===== src/design/wlps_pkg.sv =====
// Shared constants and types of the power-state sequencer
package wlps_pkg;

   // Number of sequenced resources; the fixed sets below are this wide
   localparam int RES_N = 8;
   // Default width of the programmable on and off delays
   localparam int TIMER_W = 8;
   // Width of the core clock rate select
   localparam int RATE_W = 2;
   // Number of pin inputs passed through the synchroniser
   localparam int PIN_N = 3;

   // Resource positions in every set vector
   localparam int RES_BANDGAP   = 0;
   localparam int RES_HV_LDO    = 1;
   localparam int RES_SWITCHER  = 2;
   localparam int RES_CORE_LDO  = 3;
   localparam int RES_XTAL      = 4;
   localparam int RES_PLL       = 5;
   localparam int RES_AFE       = 6;
   localparam int RES_RADIO     = 7;

   // Pin positions in the synchroniser vector
   localparam int PIN_CORE_RST  = 0;
   localparam int PIN_EXT_REQ   = 1;
   localparam int PIN_IO_RAIL   = 2;

   // Fixed resource sets per power mode
   localparam logic [RES_N-1:0] SET_NONE     = 8'h00;
   localparam logic [RES_N-1:0] SET_SHUTDOWN = 8'h03;
   localparam logic [RES_N-1:0] SET_EXTERNAL = 8'h04;
   localparam logic [RES_N-1:0] SET_SLEEP_OFF = 8'hf0;
   localparam logic [RES_N-1:0] SET_ALL      = 8'hff;

   // Clock rate codes and reset values
   localparam logic [RATE_W-1:0] RATE_SLOW   = 2'h0;
   localparam logic [PIN_N-1:0]  PIN_RST_VAL = 3'h0;

   // Power modes of the whole device
   typedef enum logic [2:0] {
      MODE_FULL_PD,
      MODE_SHUTDOWN,
      MODE_EXTERNAL,
      MODE_ACTIVE,
      MODE_SLEEP
   } wlps_mode_e;

   // States of one resource
   typedef enum logic [1:0] {
      RES_DISABLED,
      RES_TURN_ON,
      RES_ENABLED,
      RES_TURN_OFF
   } wlps_res_e;

endpackage


===== src/design/wlps_res_if.sv =====
`timescale 1ns/100ps
// Link between the sequencer and one resource timer
interface wlps_res_if #(parameter int TW = wlps_pkg::TIMER_W);
   logic                start_on;   // Begin enable sequence
   logic                start_off;  // Begin disable sequence
   logic [TW-1:0]       time_on;    // Programmed enable delay
   logic [TW-1:0]       time_off;   // Programmed disable delay
   wlps_pkg::wlps_res_e st;         // Present resource state
   logic [TW-1:0]       timer;      // Remaining transition time

   // Sequencer side
   modport seq  (output start_on, start_off, time_on, time_off,
                 input  st, timer);
   // Timer side
   modport unit (input  start_on, start_off, time_on, time_off,
                 output st, timer);
endinterface


===== src/design/wlps_pin_sync.sv =====
`timescale 1ns/100ps
// Three-stage synchroniser; a level is taken once stages two and three agree
module wlps_pin_sync #(
   parameter int W = wlps_pkg::PIN_N
) (
   input  wire logic         clk,
   input  wire logic         rst_n,
   input  wire logic [W-1:0] pin_in,
   output wire logic [W-1:0] level_out
);

   // All synchroniser state
   typedef struct packed {
      logic [W-1:0] s1;   // Metastable stage, read only by s2
      logic [W-1:0] s2;
      logic [W-1:0] s3;
      logic [W-1:0] lvl;  // Accepted level
   } wlps_sync_s;

   wlps_sync_s cur;
   wlps_sync_s next_cur;

   // Shift, and accept a bit only where the later stages agree
   always_comb begin
      next_cur    = cur;
      next_cur.s1 = pin_in;
      next_cur.s2 = cur.s1;
      next_cur.s3 = cur.s2;
      for (int i = 0; i < W; i++) begin
         if (cur.s2[i] == cur.s3[i]) begin
            next_cur.lvl[i] = cur.s3[i];
         end
      end
   end

   // State register
   always_ff @(posedge clk) begin
      if (!rst_n) begin
         cur <= '0;
      end else begin
         cur <= next_cur;
      end
   end

   assign level_out = cur.lvl;
endmodule // wlps_pin_sync


===== src/design/wlps_resource_timer.sv =====
`timescale 1ns/100ps
// One resource: four states and a countdown of its on or off delay
module wlps_resource_timer #(
   parameter int TW = wlps_pkg::TIMER_W
) (
   input  wire logic clk,
   input  wire logic rst_n,
   wlps_res_if.unit  port
);

   // All state of one resource
   typedef struct packed {
      wlps_pkg::wlps_res_e st;     // Stable or transition state
      logic [TW-1:0]       timer;  // Zero only in stable states
   } wlps_res_s;

   wlps_res_s cur;
   wlps_res_s next_cur;

   // Load, count down on every sleep clock, settle at zero
   always_comb begin
      next_cur = cur;
      case (cur.st)
         wlps_pkg::RES_DISABLED: begin
            if (port.start_on) begin
               if (port.time_on == '0) begin
                  next_cur.st = wlps_pkg::RES_ENABLED;
               end else begin
                  next_cur.st    = wlps_pkg::RES_TURN_ON;
                  next_cur.timer = port.time_on;
               end
            end
         end
         wlps_pkg::RES_ENABLED: begin
            if (port.start_off) begin
               if (port.time_off == '0) begin
                  next_cur.st = wlps_pkg::RES_DISABLED;
               end else begin
                  next_cur.st    = wlps_pkg::RES_TURN_OFF;
                  next_cur.timer = port.time_off;
               end
            end
         end
         wlps_pkg::RES_TURN_ON, wlps_pkg::RES_TURN_OFF: begin
            next_cur.timer = cur.timer - TW'(1);
            if (cur.timer == TW'(1)) begin
               next_cur.st = (cur.st == wlps_pkg::RES_TURN_ON) ?
                             wlps_pkg::RES_ENABLED : wlps_pkg::RES_DISABLED;
            end
         end
         default: begin
            // Unknown encoding falls back to off
            next_cur = '0;
         end
      endcase
   end

   // State register
   always_ff @(posedge clk) begin
      if (!rst_n) begin
         cur <= '0;
      end else begin
         cur <= next_cur;
      end
   end

   assign port.st    = cur.st;
   assign port.timer = cur.timer;
endmodule // wlps_resource_timer


===== src/design/wlps_sequencer.sv =====
`timescale 1ns/100ps
// What this block does
// - Switch resources from need set and delays
// - Ordering comes from programmable tables
// - Sleep-clock counters time each resource switch
// - Gate or slow clocks per mode
// - Active mode: all on, efficient regulator mode
// - Active mode: clock speed follows workload
// - Sleep: radio, front end, PLL, crystal off
// - Sleep: main clocks stopped, sleep clock private
// - Sequencer can wake chip from sleep
// - No I/O rail, both pins low: full off
// - I/O rail present, both pins low: shutdown
// - Shutdown keeps only bandgap and linear regulator
// - Either pin high exits power-down
// - External mode enables only core switcher
// - Four states; timer zero only when stable
// - Timer loads, counts down, zero is immediate
// - Disable unneeded resource without powered dependents
// - Enable needed resource once dependencies enabled; external mode skips the dependency wait
module wlps_sequencer #(
   parameter int TIMER_W = wlps_pkg::TIMER_W
) (
   input  wire logic                          clk,
   input  wire logic                          rst_n,
   input  wire logic                          wireless_core_reset_low,
   input  wire logic                          external_switcher_request,
   input  wire logic                          io_supply_rail,
   input  wire logic                          sleep_request,
   input  wire logic                          wake_request,
   input  wire logic                          heavy_load,
   input  wire logic [wlps_pkg::RATE_W-1:0]   workload_rate,
   input  wire logic [wlps_pkg::RES_N-1:0][TIMER_W-1:0] time_on_table,
   input  wire logic [wlps_pkg::RES_N-1:0][TIMER_W-1:0] time_off_table,
   input  wire logic [wlps_pkg::RES_N-1:0][wlps_pkg::RES_N-1:0]
                                              dependency_table,
   output wlps_pkg::wlps_mode_e               power_mode,
   output logic [wlps_pkg::RES_N-1:0]         resource_enable,
   output logic [wlps_pkg::RES_N-1:0]         resource_ready,
   output logic [wlps_pkg::RES_N-1:0]         resource_pending,
   output logic                               main_clock_enable,
   output logic [wlps_pkg::RATE_W-1:0]        clock_rate,
   output logic                               switcher_pwm_mode,
   output logic                               sleep_clock_to_core
);

   localparam int N = wlps_pkg::RES_N;

   // Delays must at least hold a one-cycle transition
   if (TIMER_W < 1 || TIMER_W > 16) begin : g_bad_width
      $error("TIMER_W must lie between 1 and 16");
   end

   // All registered state of the sequencer
   typedef struct packed {
      wlps_pkg::wlps_mode_e         mode;     // Present power mode
      logic [wlps_pkg::RATE_W-1:0]  rate;     // Core clock rate select
      logic                         clk_en;   // Main clock gate
      logic                         pwm;      // Switcher in pulse-width mode
      logic                         lp_share; // Sleep clock to core logic
      logic [N-1:0]                 enable;   // Resource powered
      logic [N-1:0]                 ready;    // Resource stable on
      logic [N-1:0]                 pending;  // Resource in transition
   } wlps_top_s;

   wlps_top_s cur;
   wlps_top_s next_cur;

   // Raw and synchronised pin levels
   logic [wlps_pkg::PIN_N-1:0] pins_raw;
   logic [wlps_pkg::PIN_N-1:0] pins_sync;
   logic                       core_run;   // Core out of reset
   logic                       ext_req;    // External switcher wanted
   logic                       io_present; // I/O rail powered

   // Per-resource status gathered from the timers
   wlps_pkg::wlps_res_e [N-1:0] res_st;
   logic [N-1:0] res_ready;     // Stable on
   logic [N-1:0] res_off;       // Stable off
   logic [N-1:0] res_powered;   // Anything but stable off
   logic [N-1:0] res_moving;    // In a transition
   logic [N-1:0] need;          // Required set after dependencies
   logic [N-1:0] has_dependent; // Some powered resource leans on it
   logic [N-1:0] deps_met;      // All dependencies stable on, or external mode
   logic [N-1:0] start_on;
   logic [N-1:0] start_off;

   // Mode test used by the power-down exit check
   function automatic logic is_power_down(wlps_pkg::wlps_mode_e m);
      return (m == wlps_pkg::MODE_FULL_PD) || (m == wlps_pkg::MODE_SHUTDOWN);
   endfunction

   assign pins_raw[wlps_pkg::PIN_CORE_RST] = wireless_core_reset_low;
   assign pins_raw[wlps_pkg::PIN_EXT_REQ]  = external_switcher_request;
   assign pins_raw[wlps_pkg::PIN_IO_RAIL]  = io_supply_rail;

   wlps_pin_sync #(
      .W         (wlps_pkg::PIN_N)
   ) u_pin_sync (
      .clk       (clk),
      .rst_n     (rst_n),
      .pin_in    (pins_raw),
      .level_out (pins_sync)
   );

   assign core_run   = pins_sync[wlps_pkg::PIN_CORE_RST];
   assign ext_req    = pins_sync[wlps_pkg::PIN_EXT_REQ];
   assign io_present = pins_sync[wlps_pkg::PIN_IO_RAIL];

   // One timer per resource, joined by its own link
   for (genvar g = 0; g < N; g++) begin : g_res
      wlps_res_if #(.TW(TIMER_W)) rif ();

      assign rif.start_on  = start_on[g];
      assign rif.start_off = start_off[g];
      assign rif.time_on   = time_on_table[g];
      assign rif.time_off  = time_off_table[g];
      assign res_st[g]     = rif.st;

      wlps_resource_timer #(
         .TW    (TIMER_W)
      ) u_timer (
         .clk   (clk),
         .rst_n (rst_n),
         .port  (rif.unit)
      );

      assign res_ready[g]   = (res_st[g] == wlps_pkg::RES_ENABLED);
      assign res_off[g]     = (res_st[g] == wlps_pkg::RES_DISABLED);
      assign res_powered[g] = !res_off[g];
      assign res_moving[g]  = (res_st[g] == wlps_pkg::RES_TURN_ON) ||
                              (res_st[g] == wlps_pkg::RES_TURN_OFF);
   end

   // Required set per mode, widened through the dependency table
   always_comb begin
      logic [N-1:0] base;
      base = wlps_pkg::SET_NONE;
      case (cur.mode)
         wlps_pkg::MODE_ACTIVE:   base = wlps_pkg::SET_ALL;
         wlps_pkg::MODE_SLEEP:    base = ~wlps_pkg::SET_SLEEP_OFF;
         wlps_pkg::MODE_SHUTDOWN: base = wlps_pkg::SET_SHUTDOWN;
         wlps_pkg::MODE_EXTERNAL: base = wlps_pkg::SET_EXTERNAL;
         default:                 base = wlps_pkg::SET_NONE;
      endcase
      need = base;
      // close the set over dependencies; N passes cover any chain
      for (int k = 0; k < N; k++) begin
         for (int i = 0; i < N; i++) begin
            if (need[i]) begin
               need = need | dependency_table[i];
            end
         end
      end
      // Fixed mode sets win over what the tables would add
      case (cur.mode)
         wlps_pkg::MODE_SLEEP:    need = need & ~wlps_pkg::SET_SLEEP_OFF;
         wlps_pkg::MODE_SHUTDOWN: need = need & wlps_pkg::SET_SHUTDOWN;
         wlps_pkg::MODE_EXTERNAL: need = wlps_pkg::SET_EXTERNAL;
         wlps_pkg::MODE_ACTIVE:   need = need;
         default:                 need = wlps_pkg::SET_NONE;
      endcase
   end

   // Enable and disable decisions for each resource
   always_comb begin
      for (int i = 0; i < N; i++) begin
         has_dependent[i] = 1'b0;
         for (int j = 0; j < N; j++) begin
            if (dependency_table[j][i] && res_powered[j] && j != i) begin
               has_dependent[i] = 1'b1;
            end
         end
         // External mode ignores dependencies so nothing else wakes
         deps_met[i] = (cur.mode == wlps_pkg::MODE_EXTERNAL) ||
                       ((dependency_table[i] & res_ready) ==
                        dependency_table[i]);
         start_on[i]  = res_off[i] && need[i] && deps_met[i];
         start_off[i] = res_ready[i] && !need[i] && !has_dependent[i];
      end
   end

   // Mode selection and registered outputs
   always_comb begin
      next_cur = cur;
      if (!core_run && !ext_req) begin
         next_cur.mode = io_present ? wlps_pkg::MODE_SHUTDOWN :
                                      wlps_pkg::MODE_FULL_PD;
      end else if (!core_run) begin
         next_cur.mode = wlps_pkg::MODE_EXTERNAL;
      end else begin
         case (cur.mode)
            wlps_pkg::MODE_ACTIVE: begin
               // Sleep only when asked and no wake is pending
               if (sleep_request && !wake_request) begin
                  next_cur.mode = wlps_pkg::MODE_SLEEP;
               end
            end
            wlps_pkg::MODE_SLEEP: begin
               if (wake_request) begin
                  next_cur.mode = wlps_pkg::MODE_ACTIVE;
               end
            end
            default: begin
               next_cur.mode = wlps_pkg::MODE_ACTIVE;
            end
         endcase
      end
      next_cur.rate     = (cur.mode == wlps_pkg::MODE_ACTIVE) ?
                          workload_rate : wlps_pkg::RATE_SLOW;
      next_cur.clk_en   = (cur.mode == wlps_pkg::MODE_ACTIVE) &&
                          res_ready[wlps_pkg::RES_PLL];
      next_cur.lp_share = (cur.mode == wlps_pkg::MODE_ACTIVE);
      // pulse-width only under heavy load, burst otherwise
      next_cur.pwm      = heavy_load &&
                          res_powered[wlps_pkg::RES_SWITCHER];
      next_cur.enable   = res_powered;
      next_cur.ready    = res_ready;
      next_cur.pending  = res_moving;
   end

   // State register; reset lands in full power-down
   always_ff @(posedge clk) begin
      if (!rst_n) begin
         cur      <= '0;
         cur.mode <= wlps_pkg::MODE_FULL_PD;
         cur.rate <= wlps_pkg::RATE_SLOW;
      end else begin
         cur <= next_cur;
      end
   end

   assign power_mode          = cur.mode;
   assign resource_enable     = cur.enable;
   assign resource_ready      = cur.ready;
   assign resource_pending    = cur.pending;
   assign main_clock_enable   = cur.clk_en;
   assign clock_rate          = cur.rate;
   assign switcher_pwm_mode   = cur.pwm;
   assign sleep_clock_to_core = cur.lp_share;
endmodule // wlps_sequencer


===== config.mk =====
export PLATFORM = sky130hd
export DESIGN_NAME = wlps_sequencer
export DESIGN_NICKNAME = d
export VERILOG_FILES = /design/src/design/wlps_pkg.sv /design/src/design/wlps_res_if.sv /design/src/design/wlps_pin_sync.sv /design/src/design/wlps_resource_timer.sv /design/src/design/wlps_sequencer.sv
export SDC_FILE = /design/constraint.sdc
export NUM_CORES = 1
export LEC_CHECK = 0
export ABC_AREA = 1
export BUFFER_PORTS_ARGS = -buffer_cell sky130_fd_sc_hd__clkbuf_2
export CAP_MARGIN = 20
export CORE_UTILIZATION = 45
export CTS_BUF_LIST = sky130_fd_sc_hd__clkbuf_8
export DETAILED_ROUTE_END_ITERATION = 6
export PLACE_DENSITY_LB_ADDON = 0.12
export SETUP_SLACK_MARGIN = 0.2
export SYNTH_ARGS = -nofsm -noshare
export SYNTH_HDL_FRONTEND = slang
export SYNTH_SLANG_ARGS = --single-unit

===== constraint.sdc =====
create_clock -name clk -period 3.22 [get_ports clk]
set_clock_uncertainty 0.15 [all_clocks]
set_input_delay 0.644 -clock clk [delete_from_list [all_inputs] [get_ports clk]]
set_output_delay 0.644 -clock clk [all_outputs]
set_load 0.1 [all_outputs]

* Yosys cells after proc, flatten, opt, wreduce, memory -nomap -nowiden
Cells that the tools add are included.
Operators by class: add/subtract/negate cells 8, equal/unequal tests 89, muxes and demuxes 200, bitwise gates (word level) 72, reductions and logical operators 185
Operators by type and width (count):
- 8-bit two-way mux | 80
- 8-bit OR | 64
- 10-bit case mux with 3 select lines | 8
- 10-bit two-way mux | 16
- 8-bit logical NOT | 16
- 1-bit logical AND | 92
- 8-bit bitwise AND | 8
- 8-bit by 1-bit == test with 1-bit output (second input constant) | 8
- 8-bit == test | 8
- 2-bit two-way mux | 32
- 8-bit case mux with 4 select lines | 2
- 8-bit by 1-bit subtractor with 8-bit output (second input constant) | 8
- 1-bit two-way mux | 57
- 2-bit by 1-bit != test with 1-bit output (second input constant) | 24
- 2-bit == test (second input constant) | 16
- 2-bit != test (second input constant) | 16
- 4-bit AND reduction | 8
- 1-bit logical NOT | 27
- 3-bit AND reduction | 8
- 2-bit by 1-bit == test with 1-bit output (second input constant) | 8
- 2-bit logical NOT | 8
- 1-bit logical OR | 16
- 2-bit OR reduction | 8
- 3-bit two-way mux | 4
- other kinds (7) | 12
Storage, ports and cells: register bits after elaboration 124, bits of input ports 202, output and inout port bits 32, logic and storage cells 584

* Logic depth before layout (Yosys ltp)
word-level depth 136, gate-level depth with buffers 16, mapped depth without buffers 13

* Modules after synthesis
A second synthesis with hierarchy kept.
Unflattened totals: cell total of the unflattened synthesis 1672, area total of the unflattened synthesis 10000.8 um^2
Modules (own cells, without submodules):
- wlps_resource_timer | times used 8, cells each 158, area each 938.4 um^2
- wlps_sequencer | times used 1, cells each 365, area each 2104.5 um^2
- wlps_pin_sync | times used 1, cells each 43, area each 389.1 um^2

* Least setup slack after synthesis
No wires, ideal clock.
path kind reg2reg, start point reg cur (netlist bit power_mode[2]), end point reg g_res[1].u_timer.cur (netlist bit g_res[1].u_timer.port.timer[7]), library setup time 115 ps, arrival time 2290 ps, data required time 2955 ps, setup slack 665 ps, cell stages (with the launch flop) 10, period minus slack after synthesis 2555 ps, path through dfxtp_1 -> inv_1 -> nand3_1 -> nand3_1 -> nand3b_1 -> a21oi_4 -> buf_4 -> nand3_1 -> nand2_1 -> nor2_1
On the way: cells in the longest elaborated chain, start to end 136, elaborated cells between the ends (all ways) 143
Ends and longest elaborated chain:
- start: declaration | RTL line wlps_sequencer.sv:66 | wlps_top_s cur;
- start signal: assignment | RTL line wlps_sequencer.sv:229 | cur <= next_cur;
- 3-bit by 2-bit == test with 1-bit output, or another cell as far along | RTL line wlps_sequencer.sv:139, wlps_sequencer.sv:156, wlps_sequencer.sv:175
- 8-bit case mux with 4 select lines | RTL line wlps_sequencer.sv:139 | case (cur.mode)
- 8-bit OR | RTL line wlps_sequencer.sv:151 | need = need | dependency_table[i];
- 8-bit two-way mux | RTL line wlps_sequencer.sv:150 | if (need[i]) begin
- 8-bit OR | RTL line wlps_sequencer.sv:151
- 8-bit two-way mux | RTL line wlps_sequencer.sv:150
- 8-bit OR | RTL line wlps_sequencer.sv:151
- 8-bit two-way mux | RTL line wlps_sequencer.sv:150
- [... 119 more ...]
- 8-bit two-way mux | RTL line wlps_sequencer.sv:150
- 8-bit OR | RTL line wlps_sequencer.sv:151
- 8-bit two-way mux | RTL line wlps_sequencer.sv:150
- 8-bit case mux with 4 select lines | RTL line wlps_sequencer.sv:156 | case (cur.mode)
- 1-bit logical NOT | RTL line wlps_sequencer.sv:179 | start_off[i] = res_ready[i] && !need[i] && !has_dependent[i];
- 1-bit logical AND (2 in a row) | RTL line wlps_sequencer.sv:179
- 2-bit by 1-bit != test with 1-bit output (no source line)
- 4-bit AND reduction (no source line) (*)
- end signal: assignment | RTL line wlps_resource_timer.sv:63 | cur <= next_cur;
- end: declaration | RTL line wlps_resource_timer.sv:17 | wlps_res_s cur;
Mark *: on every way between the ends. The rest lies on a longest branch, timed or not. A chain may end at the register's enable or synchronous reset.

* Worst setup path after layout
start point reg g_res[6].u_timer.cur (netlist bit g_res[6].u_timer.port.st[0]), end point reg g_res[7].u_timer.cur (netlist bit g_res[7].u_timer.port.timer[7])
On the way: cells in the longest elaborated chain, start to end 8, elaborated cells between the ends (all ways) 14
Ends and longest elaborated chain (RTL line):
- start: declaration | wlps_resource_timer.sv:17
- start signal: assignment | wlps_resource_timer.sv:63
- branches (longest 7 deep; another with 8-bit bitwise AND)
- 4-bit AND reduction (no source line) (*)
- end signal: assignment | wlps_resource_timer.sv:63
- end: declaration | wlps_resource_timer.sv:17
Every way passes the cells marked *.

==> metrics.csv <==
stage,metric,value,unit
outcome,status,"complete, no violations",
route,ant_nets,0,
route,wl_per_cell,14.2,um
logic_synthesis,synthArstFlopShare,0,
power_and_ir_drop,pwr-share-comb,0.532,
clock_network,htreeDepth,4,
cells_and_area,fill_cells,2059,
worst_setup_path,endpoint_kind,register,
power_and_ir_drop,p_clk_frac,0.187,
timing,setup_viol,0,
grt,grt_pass1_wl,45500,um
power_and_ir_drop,cell_internal_pwr,3.72,mW
power_and_ir_drop,vdd_ir_drop_max,0.288,mV
timing,hold_ws,0.198,ns
placed_design,gp_congestion,0.955,
logic_synthesis,yosys.area_share.adder,0.0219,
clock_network,cts_root_buffer,clkbuf_8,
worst_setup_path,crit_required,3.43,ns
die,chipWidth,145,um
route,num_vias,10508,
route,wl_met3,2310,um
clock_network,post_cts_buffers,0,
power_and_ir_drop,power_density,705,nW/um2
power_and_ir_drop,p_total,7.60,mW
grt,grt_usage,0.282,
worst_setup_path,r2r-start,g_res[6].u_timer.port.st[0],
cells_and_area,area_delta_synth_final,17.9,%
die,die_h,145,um
logic_synthesis,synth_compound_area_frac,0.130,
route,routed_wl,29300,um
job,max-cap-violations,0,
timing,relSlewSlack,0.515,
grt,overflow,0,
cells_and_area,register_area,2480,um2
timing,timing.final.crit_share,0.802,
timing,setup_tns,0,ns
grt,grt_max_degree,42,
logic_synthesis,synthMuxAreaShare,0,
logic_synthesis,yosysSeqAreaShare,0.272,
timing,period_minus_slack,2.58,ns
route,highest-signal-layer,met4,
logic_synthesis,synth_top_family_by_area,simple AND/OR/NAND/NOR gates,
timing,hold_viol_final,0,
hold_path,hold_path.class,primary input to register,
cells_and_area,drive_gt1_frac,0.181,
die,die_area,20900,um2
placed_design,dp.final_hpwl,22800,um
timing,fmax,0.387,GHz
power_and_ir_drop,power_frac_seq,0.281,
timing,rsz0062_at_grt,no,
logic_synthesis,yosys.cell_types.count,46,
die,rows,51,
logic_synthesis,synth-seq-cells,124,
route,avgViaCountPerCell,5.10,
timing,slew_violations,0,
grt,antenna_found_initial,4,
grt,grt_pass1_vias,9352,
clock_network,numCtsBuffers,17,
timing,worst-slew-pin-transition,0.725,ns
logic_synthesis,synth_cells,1565,
die,num_io_pins,234,
clock_network,cts_resized,0,
worst_setup_path,crit_arrival,2.79,ns
clock_network,numClockSinks,124,
worst_setup_path,crit_top_cell,nand2_1,
worst_setup_path,start_kind,register,
logic_synthesis,netlist_area,9140,um2
logic_synthesis,synth_fp_nets,1783,
logic_synthesis,synthSimpleGateAreaFrac,0.449,
cells_and_area,nets,1994,
cells_and_area,multi_input_area,5500,um2
route,first_pass_iters,6,
clock_network,clk_latency,0.46,ns
route,wl_met2,13200,um
clock_network,hold_buffers,0,
clock_network,cts_tree,built,
logic_synthesis,avgSynthCellArea,5.84,um2
die,core,19700,um2
placed_design,portBuffers,233,
route,drt-met1-wl,13200,um
worst_setup_path,max_stage_delay,0.58,ns
worst_setup_path,startpoint,g_res[6].u_timer.port.st[0],
cells_and_area,postLayoutCoreUtil,0.546,
hold_path,hold_path_startpoint,io_supply_rail,
clock_network,clockBufferDepth,2,
logic_synthesis,ys_warn_count,0,
worst_setup_path,crit_type,register to register,
logic_synthesis,synth_top_flop_cell,dfxtp_1,
power_and_ir_drop,p_sw_frac,0.510,
clock_network,clkTransAtPathRegs,0.10,ns
worst_setup_path,cp_cell_sequence,"inv_1, nand2_1, nand2_1, nand2_1, nor2_1, nand2_1, nand2_1, nand2_1, nand2_1, nand3_2, nand2_1, inv_1, nor2_1",
logic_synthesis,synth_edf_count,0,
power_and_ir_drop,power_leakage,5.79,nW
route,drtIter0Drc,655,
logic_synthesis,synthXorXnorAreaFrac,0.000958,
route,post-route-drc-count,0,
power_and_ir_drop,switching_power,3.88,mW
worst_setup_path,slowest_stage,dfxtp_1,
die,initial_core_util,0.464,
worst_setup_path,critPathMaxFanout,14,
==> through the flow <==
step,setup WS (ns),instances,instance area [um2]
finish,0.636,2060,10800
global route,0.398,2057,10800
CTS,0.679,2054,10800
detailed placement,0.733,2022,10400
global placement,0.794,2022,10400
floorplan,0.665,1565,9140
==> layer usage <==
| metal | vias up | global-route usage |
|---|---|---|
| met5 | - | 0 |
| met4 | 0 | 0.0942 |
| met3 | 31 | 0.0606 |
| met2 | 389 | 0.462 |
| met1 | 4649 | 0.364 |
| li1 | 5439 | - |
==> worst max-delay path, delay by kind of cell (launching register included) <==
kind	cells	cell delay (ns)
buf+inv	2	0.22
simple gates	11	1.51
flops	1	0.58
==> final timing paths <==
kind	end	slack, ns	cells past startpoint
setup / recovery	g_res[7].u_timer.port.timer[7]	0.64	13
hold / removal	u_pin_sync.cur[11]	0.20	3
setup reg to reg	g_res[7].u_timer.port.timer[7]	0.64	13
hold reg to reg	u_pin_sync.cur[7]	0.27	2
==> cell type report <==
cell class	instances	area share
Multi-Input combinational cell	1173	0.511
Clock inverter	15	0.0152
Inverter	221	0.0776
Timing Repair Buffer	239	0.112
Tap cell	265	0.0308
Antenna cell	6	0.00139
Sequential cell	124	0.230
Clock buffer	17	0.0217
==> state kept, by name (all words and copies together) (netlist names) <==
name	flops
clock_rate	2
g_res.u_timer.port.st	16
g_res.u_timer.port.timer	64
main_clock_enable	1
power_mode	3
resource_enable	8
resource_pending	8
resource_ready	8
sleep_clock_to_core	1
switcher_pwm_mode	1
u_pin_sync.cur	9
u_pin_sync.level_out	3
==> cells in the mapped netlist, drive strengths merged, types with 14 or more instances <==
cell,number,area (um2)
nand2,494,1920
inv,215,812
dfxtp,124,2480
o21ai,55,279
nor2,259,1020
nand4,46,288
o22ai,14,87.6
buf,37,285
a21oi,73,410
nand3,149,778
ha,16,200
a221oi,14,123
==> power by group through the flow <==
stage	Clock, mW	Sequential [mW]	Combinational (mW)
after detailed placement	0	2.16	3.99
after floorplan	0	2.39	2.94
final	1.42	2.14	4.04
after CTS	1.44	2.13	4.02
after global placement	0	2.16	3.97
after global routing	1.51	2.18	4.56
==> placed cells by master (no fill, tap or decap), types with 2 or more instances in the layout <==
cell	instances
a21oi_1	69
or2_2	2
nand2_1	474
o22ai_1	14
clkinv_4	2
buf_4	6
inv_6	4
nand2_2	17
o21bai_1	4
a21oi_4	4
nand3_1	144
clkbuf_2	232
o21ai_1	5
nand2_4	3
nor2_2	3
o211ai_1	9
clkinv_8	2
nand3b_1	6
nor3_1	4
nand3_2	4
ha_1	16
inv_4	2
inv_2	11
clkinv_1	5
nand4_1	46
o21ai_0	49
o31ai_1	2
o221ai_1	6
a211oi_1	2
dfxtp_1	124
a22o_1	6
clkbuf_8	17
nor2_8	2
inv_8	7
inv_1	202
a221oi_1	14
diode_2	6
a31oi_1	6
nor2_1	253
==> cell families after synthesis <==
kind of cell | Yosys count
and+or+nand+nor | 963
DFF | 124
xor gates and xnor gates | 1
adders and majority gates | 16
AOI/OAI and AO/OA | 193
buffers and inverters | 268
Power figures use the tool's default switching activity.
